## src/shared/iacd_pkg.sv

```systemverilog
/*
 * Constants and carrier types of the auxiliary command decoder.
 * Assumes a 20 MHz clock and an 8-bit auxiliary mode register word.
 */
`default_nettype none

package iacd_pkg;

    localparam int CLK_HZ = 20_000_000;

    // Control code that routes the low field to the command decoder.
    localparam logic [2:0] CTL_AUX_CMD = 3'h0;

    localparam logic [4:0] CMD_LISTEN = 5'h13;
    localparam logic [4:0] CMD_LISTEN_CONT = 5'h1b;
    localparam logic [4:0] CMD_LOCAL_UNLISTEN = 5'h1c;
    localparam logic [4:0] CMD_EXEC_PP = 5'h1d;
    localparam logic [4:0] CMD_DISABLE_SC = 5'h14;

    // Set and clear forms share the low bits; bit 3 carries the value.
    localparam logic [1:0] CMD_LINE_HIGH = 2'h2;
    localparam logic [1:0] CMD_IFC_LOW = 2'h2;
    localparam logic [1:0] CMD_REN_LOW = 2'h3;
    localparam int VALUE_BIT_POS = 3;

    localparam logic RST_SC_BIT = 1'b0;
    localparam logic RST_LINE = 1'b0;
    localparam logic RST_MSG = 1'b0;

    typedef struct packed {
        logic [2:0] control_code;
        logic [4:0] command_code_field;
    } iacd_aux_word_t;

    typedef struct packed {
        logic in_lids;
        logic in_cpps;
        logic in_cids;
    } iacd_fn_state_t;

    typedef struct packed {
        logic ltn;
        logic lun;
        logic rdy;
    } iacd_msg_pulse_t;

    typedef enum logic [1:0] {
        IACD_NORMAL,
        IACD_CONT,
        IACD_HOLDOFF
    } iacd_listen_mode_t;

endpackage

`default_nettype wire

```

## src/design/iacd_decoder.sv

```systemverilog
/*
 * Auxiliary command decoder: turns auxiliary mode register writes into
 * local messages, the continuous listen mode and the IFC and REN levels.
 * Assumes all inputs but rst_b are synchronous to clk and that function state
 * inputs come from the interface state machines of the same chip.
 */
`default_nettype none

module iacd_decoder (
    input wire logic clk,
    input wire logic rst_b,
    input wire logic aux_wr,
    input wire iacd_pkg::iacd_aux_word_t aux_mode_register,
    input wire iacd_pkg::iacd_fn_state_t fn_state,
    input wire logic anrs_enter,
    input wire logic end_received,
    input wire logic byte_received,
    input wire logic data_in_clear,
    input wire logic cfg_wr,
    input wire logic cfg_sc_value,
    output iacd_pkg::iacd_msg_pulse_t msg_pulse,
    output logic continuous_mode,
    output logic rfd_holdoff,
    output logic data_in_flag,
    output logic rpp,
    output logic rsc,
    output logic ifc_line,
    output logic ren_line,
    output logic system_controller_bit
);

    logic rst_sync_b;

    iacd_reset_sync u_reset_sync (
        .clk(clk),
        .rst_b(rst_b),
        .rst_sync_b(rst_sync_b)
    );

    logic is_cmd;
    logic [4:0] code;
    logic value_bit;
    logic cmd_listen;
    logic cmd_listen_cont;
    logic cmd_unlisten;
    logic cmd_exec_pp;
    logic cmd_disable_sc;
    logic cmd_ifc;
    logic cmd_ren;

    // Only the auxiliary command control code reaches the decoder.
    always_comb begin
        is_cmd = aux_wr &&
            (aux_mode_register.control_code == iacd_pkg::CTL_AUX_CMD);
        code = aux_mode_register.command_code_field;
        value_bit = code[iacd_pkg::VALUE_BIT_POS];
        cmd_listen = is_cmd && (code == iacd_pkg::CMD_LISTEN);
        cmd_listen_cont = is_cmd && (code == iacd_pkg::CMD_LISTEN_CONT);
        cmd_unlisten = is_cmd && (code == iacd_pkg::CMD_LOCAL_UNLISTEN);
        cmd_exec_pp = is_cmd && (code == iacd_pkg::CMD_EXEC_PP);
        cmd_disable_sc = is_cmd && (code == iacd_pkg::CMD_DISABLE_SC);
        cmd_ifc = is_cmd && (code[4:3] == iacd_pkg::CMD_LINE_HIGH
            || code[4:3] == {iacd_pkg::CMD_LINE_HIGH[1], 1'b1})
            && (code[2] == 1'b1)
            && (code[1:0] == iacd_pkg::CMD_IFC_LOW);
        cmd_ren = is_cmd && (code[4] == 1'b1)
            && (code[2] == 1'b1)
            && (code[1:0] == iacd_pkg::CMD_REN_LOW);
    end

    iacd_pkg::iacd_listen_mode_t mode;
    iacd_pkg::iacd_listen_mode_t next_mode;
    iacd_pkg::iacd_msg_pulse_t next_msg_pulse;
    logic next_continuous_mode;
    logic next_rfd_holdoff;

    // Listen mode machine and the one-cycle listener messages.
    always_comb begin
        next_mode = mode;
        next_msg_pulse = '0;
        next_msg_pulse.ltn = cmd_listen || cmd_listen_cont;
        next_msg_pulse.lun = cmd_unlisten;
        case (mode)
            iacd_pkg::IACD_NORMAL: begin
                if (cmd_listen_cont) begin
                    next_mode = iacd_pkg::IACD_CONT;
                end
            end
            iacd_pkg::IACD_CONT: begin
                if (cmd_listen_cont) begin
                    next_mode = iacd_pkg::IACD_CONT;
                end else if (cmd_listen || fn_state.in_lids) begin
                    next_mode = iacd_pkg::IACD_NORMAL;
                end else if (end_received) begin
                    next_mode = iacd_pkg::IACD_HOLDOFF;
                end else if (anrs_enter) begin
                    next_msg_pulse.rdy = 1'b1;
                end
            end
            iacd_pkg::IACD_HOLDOFF: begin
                // The holdoff lasts until continuous mode is released or listen continuous is written again.
                if (cmd_listen_cont) begin
                    next_mode = iacd_pkg::IACD_CONT;
                end else if (cmd_listen || fn_state.in_lids) begin
                    next_mode = iacd_pkg::IACD_NORMAL;
                end
            end
            default: begin
                next_mode = iacd_pkg::IACD_NORMAL;
            end
        endcase
        next_continuous_mode = (next_mode != iacd_pkg::IACD_NORMAL);
        next_rfd_holdoff = (next_mode == iacd_pkg::IACD_HOLDOFF);
    end

    always_ff @(posedge clk or negedge rst_sync_b) begin
        if (!rst_sync_b) begin
            mode <= iacd_pkg::IACD_NORMAL;
            msg_pulse <= '0;
            continuous_mode <= iacd_pkg::RST_MSG;
            rfd_holdoff <= iacd_pkg::RST_MSG;
        end else begin
            mode <= next_mode;
            msg_pulse <= next_msg_pulse;
            continuous_mode <= next_continuous_mode;
            rfd_holdoff <= next_rfd_holdoff;
        end
    end

    logic next_data_in_flag;

    // A byte arriving in normal mode in the cycle of a clear still sets the flag.
    always_comb begin
        next_data_in_flag = data_in_flag;
        if (data_in_clear) begin
            next_data_in_flag = 1'b0;
        end
        if (byte_received && (mode == iacd_pkg::IACD_NORMAL)) begin
            next_data_in_flag = 1'b1;
        end
    end

    always_ff @(posedge clk or negedge rst_sync_b) begin
        if (!rst_sync_b) begin
            data_in_flag <= iacd_pkg::RST_MSG;
        end else begin
            data_in_flag <= next_data_in_flag;
        end
    end

    logic next_rpp;

    // The hold on rpp is not gated against gts; software keeps them apart.
    always_comb begin
        next_rpp = rpp;
        if (fn_state.in_cpps || fn_state.in_cids) begin
            next_rpp = 1'b0;
        end
        if (cmd_exec_pp) begin
            next_rpp = 1'b1;
        end
    end

    always_ff @(posedge clk or negedge rst_sync_b) begin
        if (!rst_sync_b) begin
            rpp <= iacd_pkg::RST_MSG;
        end else begin
            rpp <= next_rpp;
        end
    end

    logic next_rsc;
    logic next_ifc_line;
    logic next_ren_line;
    logic next_system_controller_bit;

    // Line commands are not gated by the controller bit; software checks
    // it first and also times the minimum IFC and REN intervals itself.
    always_comb begin
        next_rsc = rsc;
        next_ifc_line = ifc_line;
        next_ren_line = ren_line;
        next_system_controller_bit = system_controller_bit;
        if (cfg_wr) begin
            next_system_controller_bit = cfg_sc_value;
        end
        if (cmd_ifc) begin
            next_rsc = 1'b1;
            next_ifc_line = value_bit;
        end
        if (cmd_ren) begin
            next_rsc = 1'b1;
            next_ren_line = value_bit;
        end
        if (cmd_disable_sc) begin
            next_rsc = 1'b0;
            next_system_controller_bit = 1'b0;
        end
    end

    always_ff @(posedge clk or negedge rst_sync_b) begin
        if (!rst_sync_b) begin
            rsc <= iacd_pkg::RST_MSG;
            ifc_line <= iacd_pkg::RST_LINE;
            ren_line <= iacd_pkg::RST_LINE;
            system_controller_bit <= iacd_pkg::RST_SC_BIT;
        end else begin
            rsc <= next_rsc;
            ifc_line <= next_ifc_line;
            ren_line <= next_ren_line;
            system_controller_bit <= next_system_controller_bit;
        end
    end

endmodule

`default_nettype wire

```

## src/design/iacd_reset_sync.sv

```systemverilog
/*
 * Reset release synchroniser: asynchronous assertion, two-stage release.
 * Assumes rst_b is active low and may change at any time.
 */
`default_nettype none

module iacd_reset_sync (
    input wire logic clk,
    input wire logic rst_b,
    output logic rst_sync_b
);

    logic stage_one;

    // Only the second stage reads the first, so no logic sees metastability.
    always_ff @(posedge clk or negedge rst_b) begin
        if (!rst_b) begin
            stage_one <= 1'b0;
            rst_sync_b <= 1'b0;
        end else begin
            stage_one <= 1'b1;
            rst_sync_b <= stage_one;
        end
    end

endmodule

`default_nettype wire

```

## config.mk

```make
export PLATFORM = sky130hd
export DESIGN_NAME = iacd_decoder
export DESIGN_NICKNAME = d
export VERILOG_FILES = /design/src/shared/iacd_pkg.sv /design/src/design/iacd_decoder.sv /design/src/design/iacd_reset_sync.sv
export SDC_FILE = /design/constraint.sdc
export NUM_CORES = 1
export LEC_CHECK = 0
export ABC_AREA = 0
export BUFFER_PORTS_ARGS = -buffer_cell sky130_fd_sc_hd__buf_4
export CAP_MARGIN = 20
export CORE_UTILIZATION = 43
export CTS_CLUSTER_DIAMETER = 150
export DETAILED_ROUTE_END_ITERATION = 10
export GPL_TIMING_DRIVEN = 0
export PLACE_DENSITY = 0.73
export SLEW_MARGIN = 5
export SYNTH_ARGS = -nofsm -noshare
export SYNTH_HDL_FRONTEND = slang
export SYNTH_SLANG_ARGS = --single-unit
```

## constraint.sdc

```tcl
create_clock -name clk -period 0.8 [get_ports clk]
set_clock_uncertainty 0.1 [all_clocks]
set_input_delay 0.12 -clock clk [delete_from_list [all_inputs] [get_ports clk]]
set_output_delay 0.12 -clock clk [all_outputs]
set_load 0.02 [all_outputs]
```

==> results.toml, run 1 <==
[synth]
synth_top_family_by_area = "simple AND/OR/NAND/NOR gates"
syn_avg_cell_area_um2 = 11.8
muxShareOfSynthArea = 0.0359
ys_seq_area_frac = 0.599
synth_fa_ha_area_frac = 0
yosysTopAreaCell = "dfrtp_1"
synth_area_leaders = "dfrtp_1 60%, nor4b_1 4.2%, mux2_2 3.6%, nor2_1 3.0%, nand2_1 2.4%"
synth_simple_gate_area_frac = 0.230
yosys.cell_types.count = 24
netlist_instances = 53
ys_ff_latch = 15
synth_compound_area_frac = 0.104
ys_warn_count = 0
synth_top_area_frac = 0.599
syn_nets = 73
syn-cell-area_um2 = 627
synth_xor_area_frac = 0

[critical_path]
end_kind = "flop"
critPathSlowestCell = "or4b_4"
rrSetupSlack_ps = -460
reg2reg_to = "msg_pulse[0]"
cp_top_family = "simple AND/OR/NAND/NOR gates"
critPathMaxStageDelay_ps = 550
start_kind = "input port"
crit_arrival_ps = 1480
reg2reg_from = "mode[0]"
crit_buf_inv = 1
setup.worst_path.end = "rsc"
critPathRequiredTime_ps = 880
worstSetupStartpoint = "aux_mode_register[5]"
reg2regPathDepth = 2
path_cells = "buf_6, or4b_4, or4_4, a22o_1"
path_max_fanout = 4
path_class = "in2reg"
crit_cells = 4

[grt]
grt_max_degree = 14
grt_pass1_vias = 490
grt-ovfl-total = 0
antenna_found_initial = 0
grt_first_pass_wirelength_mm = 2.21
grt_usage = 0.218

[timing]
fin_crit_ps = 1400
whs_ps = -77.0
finalMaxSlewViolations = 0
setup_violations = 24
worst_slack_ps = -600
rsz0062_at_grt = "true"
hold_viol = 2
fmax_mhz = 714
finalCritPeriodShare = 1.75

[layout]
num-fill-cells = 86
drive_above_1_share = 0.611
layout.nets = 116
layoutNonFillerInstCount = 110
diodes = 0
area_growth_pct = 74.1

[worst_hold_path]
worstHoldPathType = "in2reg"
hp-start = "aux_mode_register[0]"

[floorplanning]
core_area_um2 = 1330
io-pin-count = 31
die_width_um = 40.2
row_count = 13
die_h_um = 40.2
start_util = 0.470
die-area_um2 = 1610

[clock_network]
cts_tree = "built"
root_buffer = "clkbuf_4"
cts_buffers = 3
clk-insertion-delay-late_ps = 280
holdBufCountCts = 2
htreeDepth = 1
clock_sink_count = 15
clockBufferDepth = 2
cts.clk_slew.worst_paths_ps = 90

[drt]
drc = 0
vias_per_cell = 5.05
antenna_left = 0
drtPass1Iterations = 4
wl_per_cell_um = 13.2
routed_wl_mm = 1.45
vias = 556
drtIter0Drc = 8

[placement]
dpl.cell_count = 98
dp_hpwl_um = 897
io_buffers = 30
place_ws_ps = -1010
gp_congestion = 0.725

[job]
maxCapViolCount = 0

[power_and_ir_drop]
leakage_uw = 0.000521
p_per_area_nw_per_um2 = 1410
ir_drop_mv = 0.918

[status]
violations = "negative hold slack, negative setup slack"
status = "finished with violations"
[worst register-to-register path, cell delays in order (launching register included)]
cell and delay [ps]:
dfrtp_1 380, or3b_4 400, nor4b_2 290
[sequential cells by signal (all words and copies together), names as in the netlist]
name                     count
continuous_mode              1
data_in_flag                 1
ifc_line                     1
mode                         2
msg_pulse                    3
ren_line                     1
rfd_holdoff                  1
rpp                          1
rsc                          1
system_controller_bit        1
u_reset_sync.rst_sync_b      1
u_reset_sync.stage_one       1
[cells in the final DEF (no fill, tap or decap), drive strengths merged]
cell type,count
buf,37
dfrtp,15
nor2,5
nand2,4
inv,3
clkbuf,3
nor4b,3
nand3b,2
nand2b,2
dlygate4sd3,2
o21ai,2
mux2,2
or4b,1
nand4b,1
a2111o,1
a21o,1
o211ai,1
or2,1
nor4,1
or3b,1
nor3,1
or4,1
o221a,1
o32ai,1
a22o,1
clkinv,1
conb,1
[per-layer routing]
layer | global-route usage | up-vias | wire length, um
li1 | - | 278 | -
met1 | 0.301 | 254 | 652
met2 | 0.323 | 22 | 707
met3 | 0.0333 | 2 | 75
met4 | 0.125 | 0 | 11
met5 | 0 | - | 0
[Yosys cell counts]
library cell and count:
o21ai_0 2, nor4_1 1, a22o_1 1, nand2b_1 2, nand4b_1 1, dfrtp_1 15, nor4b_1 3, inv_1 3
or4b_1 1, or3b_2 1, or4_4 1, or2_1 1, o32ai_1 1, o211ai_1 1, nor3_1 1, a21o_1 1
buf_2 1, conb_1 1, nor2_1 5, o221a_1 1, nand2_1 4, mux2_2 2, a2111o_1 1, nand3b_1 2
[cell families after synthesis]
family,count (synthesis)
AOI/OAI and AO/OA,8
buffers and inverters,4
DFF,15
muxes,2
other,1
and+or+nand+nor,23
[final cells by class]
type | count | area, um^2 | area share
Sequential cell | 15 | 378 | 0.346
Multi-Input combinational cell | 34 | 302 | 0.276
Clock inverter | 1 | 5.00 | 0.00459
Clock buffer | 3 | 22.5 | 0.0206
Timing Repair Buffer | 39 | 354 | 0.325
Inverter | 3 | 11.3 | 0.0103
Tap cell | 15 | 18.8 | 0.0172
[stage by stage]
stage	TNS [ps]	area (um^2)	power, uW	utilization
6_report	-8720	1090	1540	0.818
5_1_grt	-9450	1090	1610	0.818
4_1_cts	-8120	1050	1540	0.788
3_5_place_dp	-9420	881	1050	0.660
3_3_place_gp	-9460	881	1050	0.660
2_1_floorplan	-7260	637	911	-
[power breakdown]
part           switching, uW  internal, uW  leakage [uW]
Clock                    250           185     0.0000177
Combinational            113           172      0.000309
Sequential              30.4           790      0.000194
[worst min-delay path by stage]
stage	to	slack, ps	depth (start not counted)
finish	msg_pulse[1]	-80	2
global route	msg_pulse[1]	-80	2
CTS	msg_pulse[1]	-70	2
detailed placement	u_reset_sync.rst_sync_b	-200	1
global placement	u_reset_sync.stage_one	-200	1
floorplan	u_reset_sync.rst_sync_b	-280	0
[what timing repair did]
| action | 4_1_cts | 5_1_grt |
|---|---|---|
| setup buffers | 5 | 3 |
| pin swaps | 8 | 2 |
| setup endpoints to repair | 24 | 25 |
| resized for setup | 24 | 9 |
| hold endpoints to repair | 6 | 1 |
No activity file was read; power rests on OpenSTA's default activity.
==> run 2: changes to the inputs <==
--- a/config.mk
+++ b/config.mk
@@ -9,6 +9,7 @@
 export BUFFER_PORTS_ARGS = -buffer_cell sky130_fd_sc_hd__buf_4
 export CAP_MARGIN = 20
 export CORE_UTILIZATION = 43
+export CTS_BUF_LIST = sky130_fd_sc_hd__clkbuf_16
 export CTS_CLUSTER_DIAMETER = 150
 export DETAILED_ROUTE_END_ITERATION = 10
 export GPL_TIMING_DRIVEN = 0
==> run 2 against run 1 <==
Effect of this change:
- the run still ends with negative hold slack, negative setup slack left
- register-to-register slack got worse by 70 ps
- via count grew 1.8%
- first-iteration DRC count grew to 4.3 times the previous value
- critical endpoint unchanged
- largest cell class unchanged
- largest power group is now the clock network
- highest routed layer unchanged
==> results.toml, run 2 (synthesis results as in run 1) <==
[layout]
largest_reg_flops = 3
area_growth_pct = 76.6
top_register = "msg_pulse"
layoutNonFillerInstCount = 108
top_regs = "msg_pulse x3, mode x2"
final_cell_mix = "22 x buf_4, 15 x dfrtp_1, 14 x buf_6"
diodes = 0
drive_above_1_share = 0.559
num-fill-cells = 77
layout.nets = 114
fin_util = 0.830
final_common_cell = "buf_4"

[timing]
whs_ps = -35.8
fin_crit_ps = 1480
tightest_slew_ps = 506
hold_viol = 2
slew_headroom = 0.662
rsz0062_at_grt = "true"
finalCritPeriodShare = 1.84
setup_violations = 24
worst_slack_ps = -675
fmax_mhz = 678
finalMaxSlewViolations = 0

[clock_network]
clock_sink_count = 15
cts_buffers = 3
cts.clk_slew.worst_paths_ps = 50
htreeDepth = 1
root_buffer = "clkbuf_16"
cts_tree = "built"
holdBufCountCts = 1
clk-insertion-delay-late_ps = 240
clockBufferDepth = 2

[critical_path]
end_kind = "flop"
critPathSlowestCell = "or4b_4"
path_max_fanout = 5
path_class = "in2reg"
crit_arrival_ps = 1500
critPathRequiredTime_ps = 820
path_cells = "buf_6, or4b_4, or4_4, a22o_1"
start_kind = "input port"
critPathMaxStageDelay_ps = 560

[grt]
grt_usage = 0.226
grt-ovfl-total = 0
grt_pass1_vias = 510
grt_first_pass_wirelength_mm = 2.29
grt_max_degree = 14
antenna_found_initial = 0

[power_and_ir_drop]
leakage_uw = 0.000536
p_per_area_nw_per_um2 = 1850
ir_drop_mv = 1.56

[placement]
gp_congestion = 0.725
dp_hpwl_um = 897
dpl.cell_count = 98
place_ws_ps = -1010
io_buffers = 30

[drt]
routed_wl_mm = 1.56
wl_met1_um = 665
vias_per_cell = 5.24
dr.max_layer_used = "met4"
antenna_left = 0
wl_per_cell_um = 14.5
route.met2.wl_um = 803
drc = 0
drtPass1Iterations = 4
vias = 566
wl_met3_um = 82
drtIter0Drc = 34

[floorplanning]
start_util = 0.470
die_h_um = 40.2
io-pin-count = 31
die-area_um2 = 1610
row_count = 13
die_width_um = 40.2
core_area_um2 = 1330

[status]
violations = "negative hold slack, negative setup slack"
status = "finished with violations"

[worst_hold_path]
worstHoldPathType = "in2reg"

[job]
maxCapViolCount = 0
-- run 2: changes by cell type in the layout (fill, tap and decap cells not counted), moves of 2 or more --
cell / previous run / this run
dfrtp_1: 13 / 15
clkbuf_16: 0 / 3
clkbuf_4: 3 / 0
dfrtp_2: 2 / 0
-- run 2: worst max-delay path, delay by kind of cell --
family	cells	cell delay (ps)
simple gates	2	1070
compound gates	1	220
buf+inv	1	90
-- run 2: path summary, 6_finish.rpt --
path	to	start	slack, ps	depth (start not counted)
min in group asynchronous	u_reset_sync.stage_one	rst_b	100	2
hold reg to reg	rfd_holdoff	u_reset_sync.rst_sync_b	110	0
max in group asynchronous	msg_pulse[1]	u_reset_sync.rst_sync_b	150	0
hold / removal	data_in_flag	data_in_clear	-40	2
setup reg to reg	continuous_mode	mode[1]	-530	3
setup / recovery	rsc	aux_mode_register[5]	-680	4
-- run 2: area by class of cell --
cell class                 instances  area (um^2)  area share
sequential                        15          375       0.339
clock buffer                       3         75.1      0.0678
inverter                           3         11.3      0.0102
multi-input combinational         34          289       0.261
tap                               15         18.8      0.0169
timing repair buffer              37          333       0.301
clock inverter                     1         5.00     0.00452
-- run 2: metal layers --
| metal | track usage | up-vias |
|---|---|---|
| li1 | - | 270 |
| met5 | 0 | - |
| met4 | 0.100 | 0 |
| met2 | 0.363 | 23 |
| met3 | 0.0500 | 2 |
| met1 | 0.291 | 271 |
-- run 2: power by group --
part / total [uW] / switching, uW / internal [uW]
logic: 274 / 111 / 163
registers: 825 / 31.6 / 793
clock network: 946 / 281 / 665
total: 2040 / 423 / 1620
-- run 2: repair_timing --
item                                    4_1_cts  5_1_grt
endpoints found under the hold margin         4        2
endpoints found under the setup margin       24       24
pin swaps                                     5        0
gates cloned                                  0        0
buffers inserted                              6        0
gates resized for setup                      22        3
-- run 2: through the flow --
step / TNS (ps) / cell area (um^2) / power (uW)
after floorplan: -7260 / 637 / 911
after global placement: -9460 / 881 / 1050
after detailed placement: -9420 / 881 / 1050
after CTS: -8340 / 1100 / 2050
after global routing: -9180 / 1110 / 2120
final: -8630 / 1110 / 2040
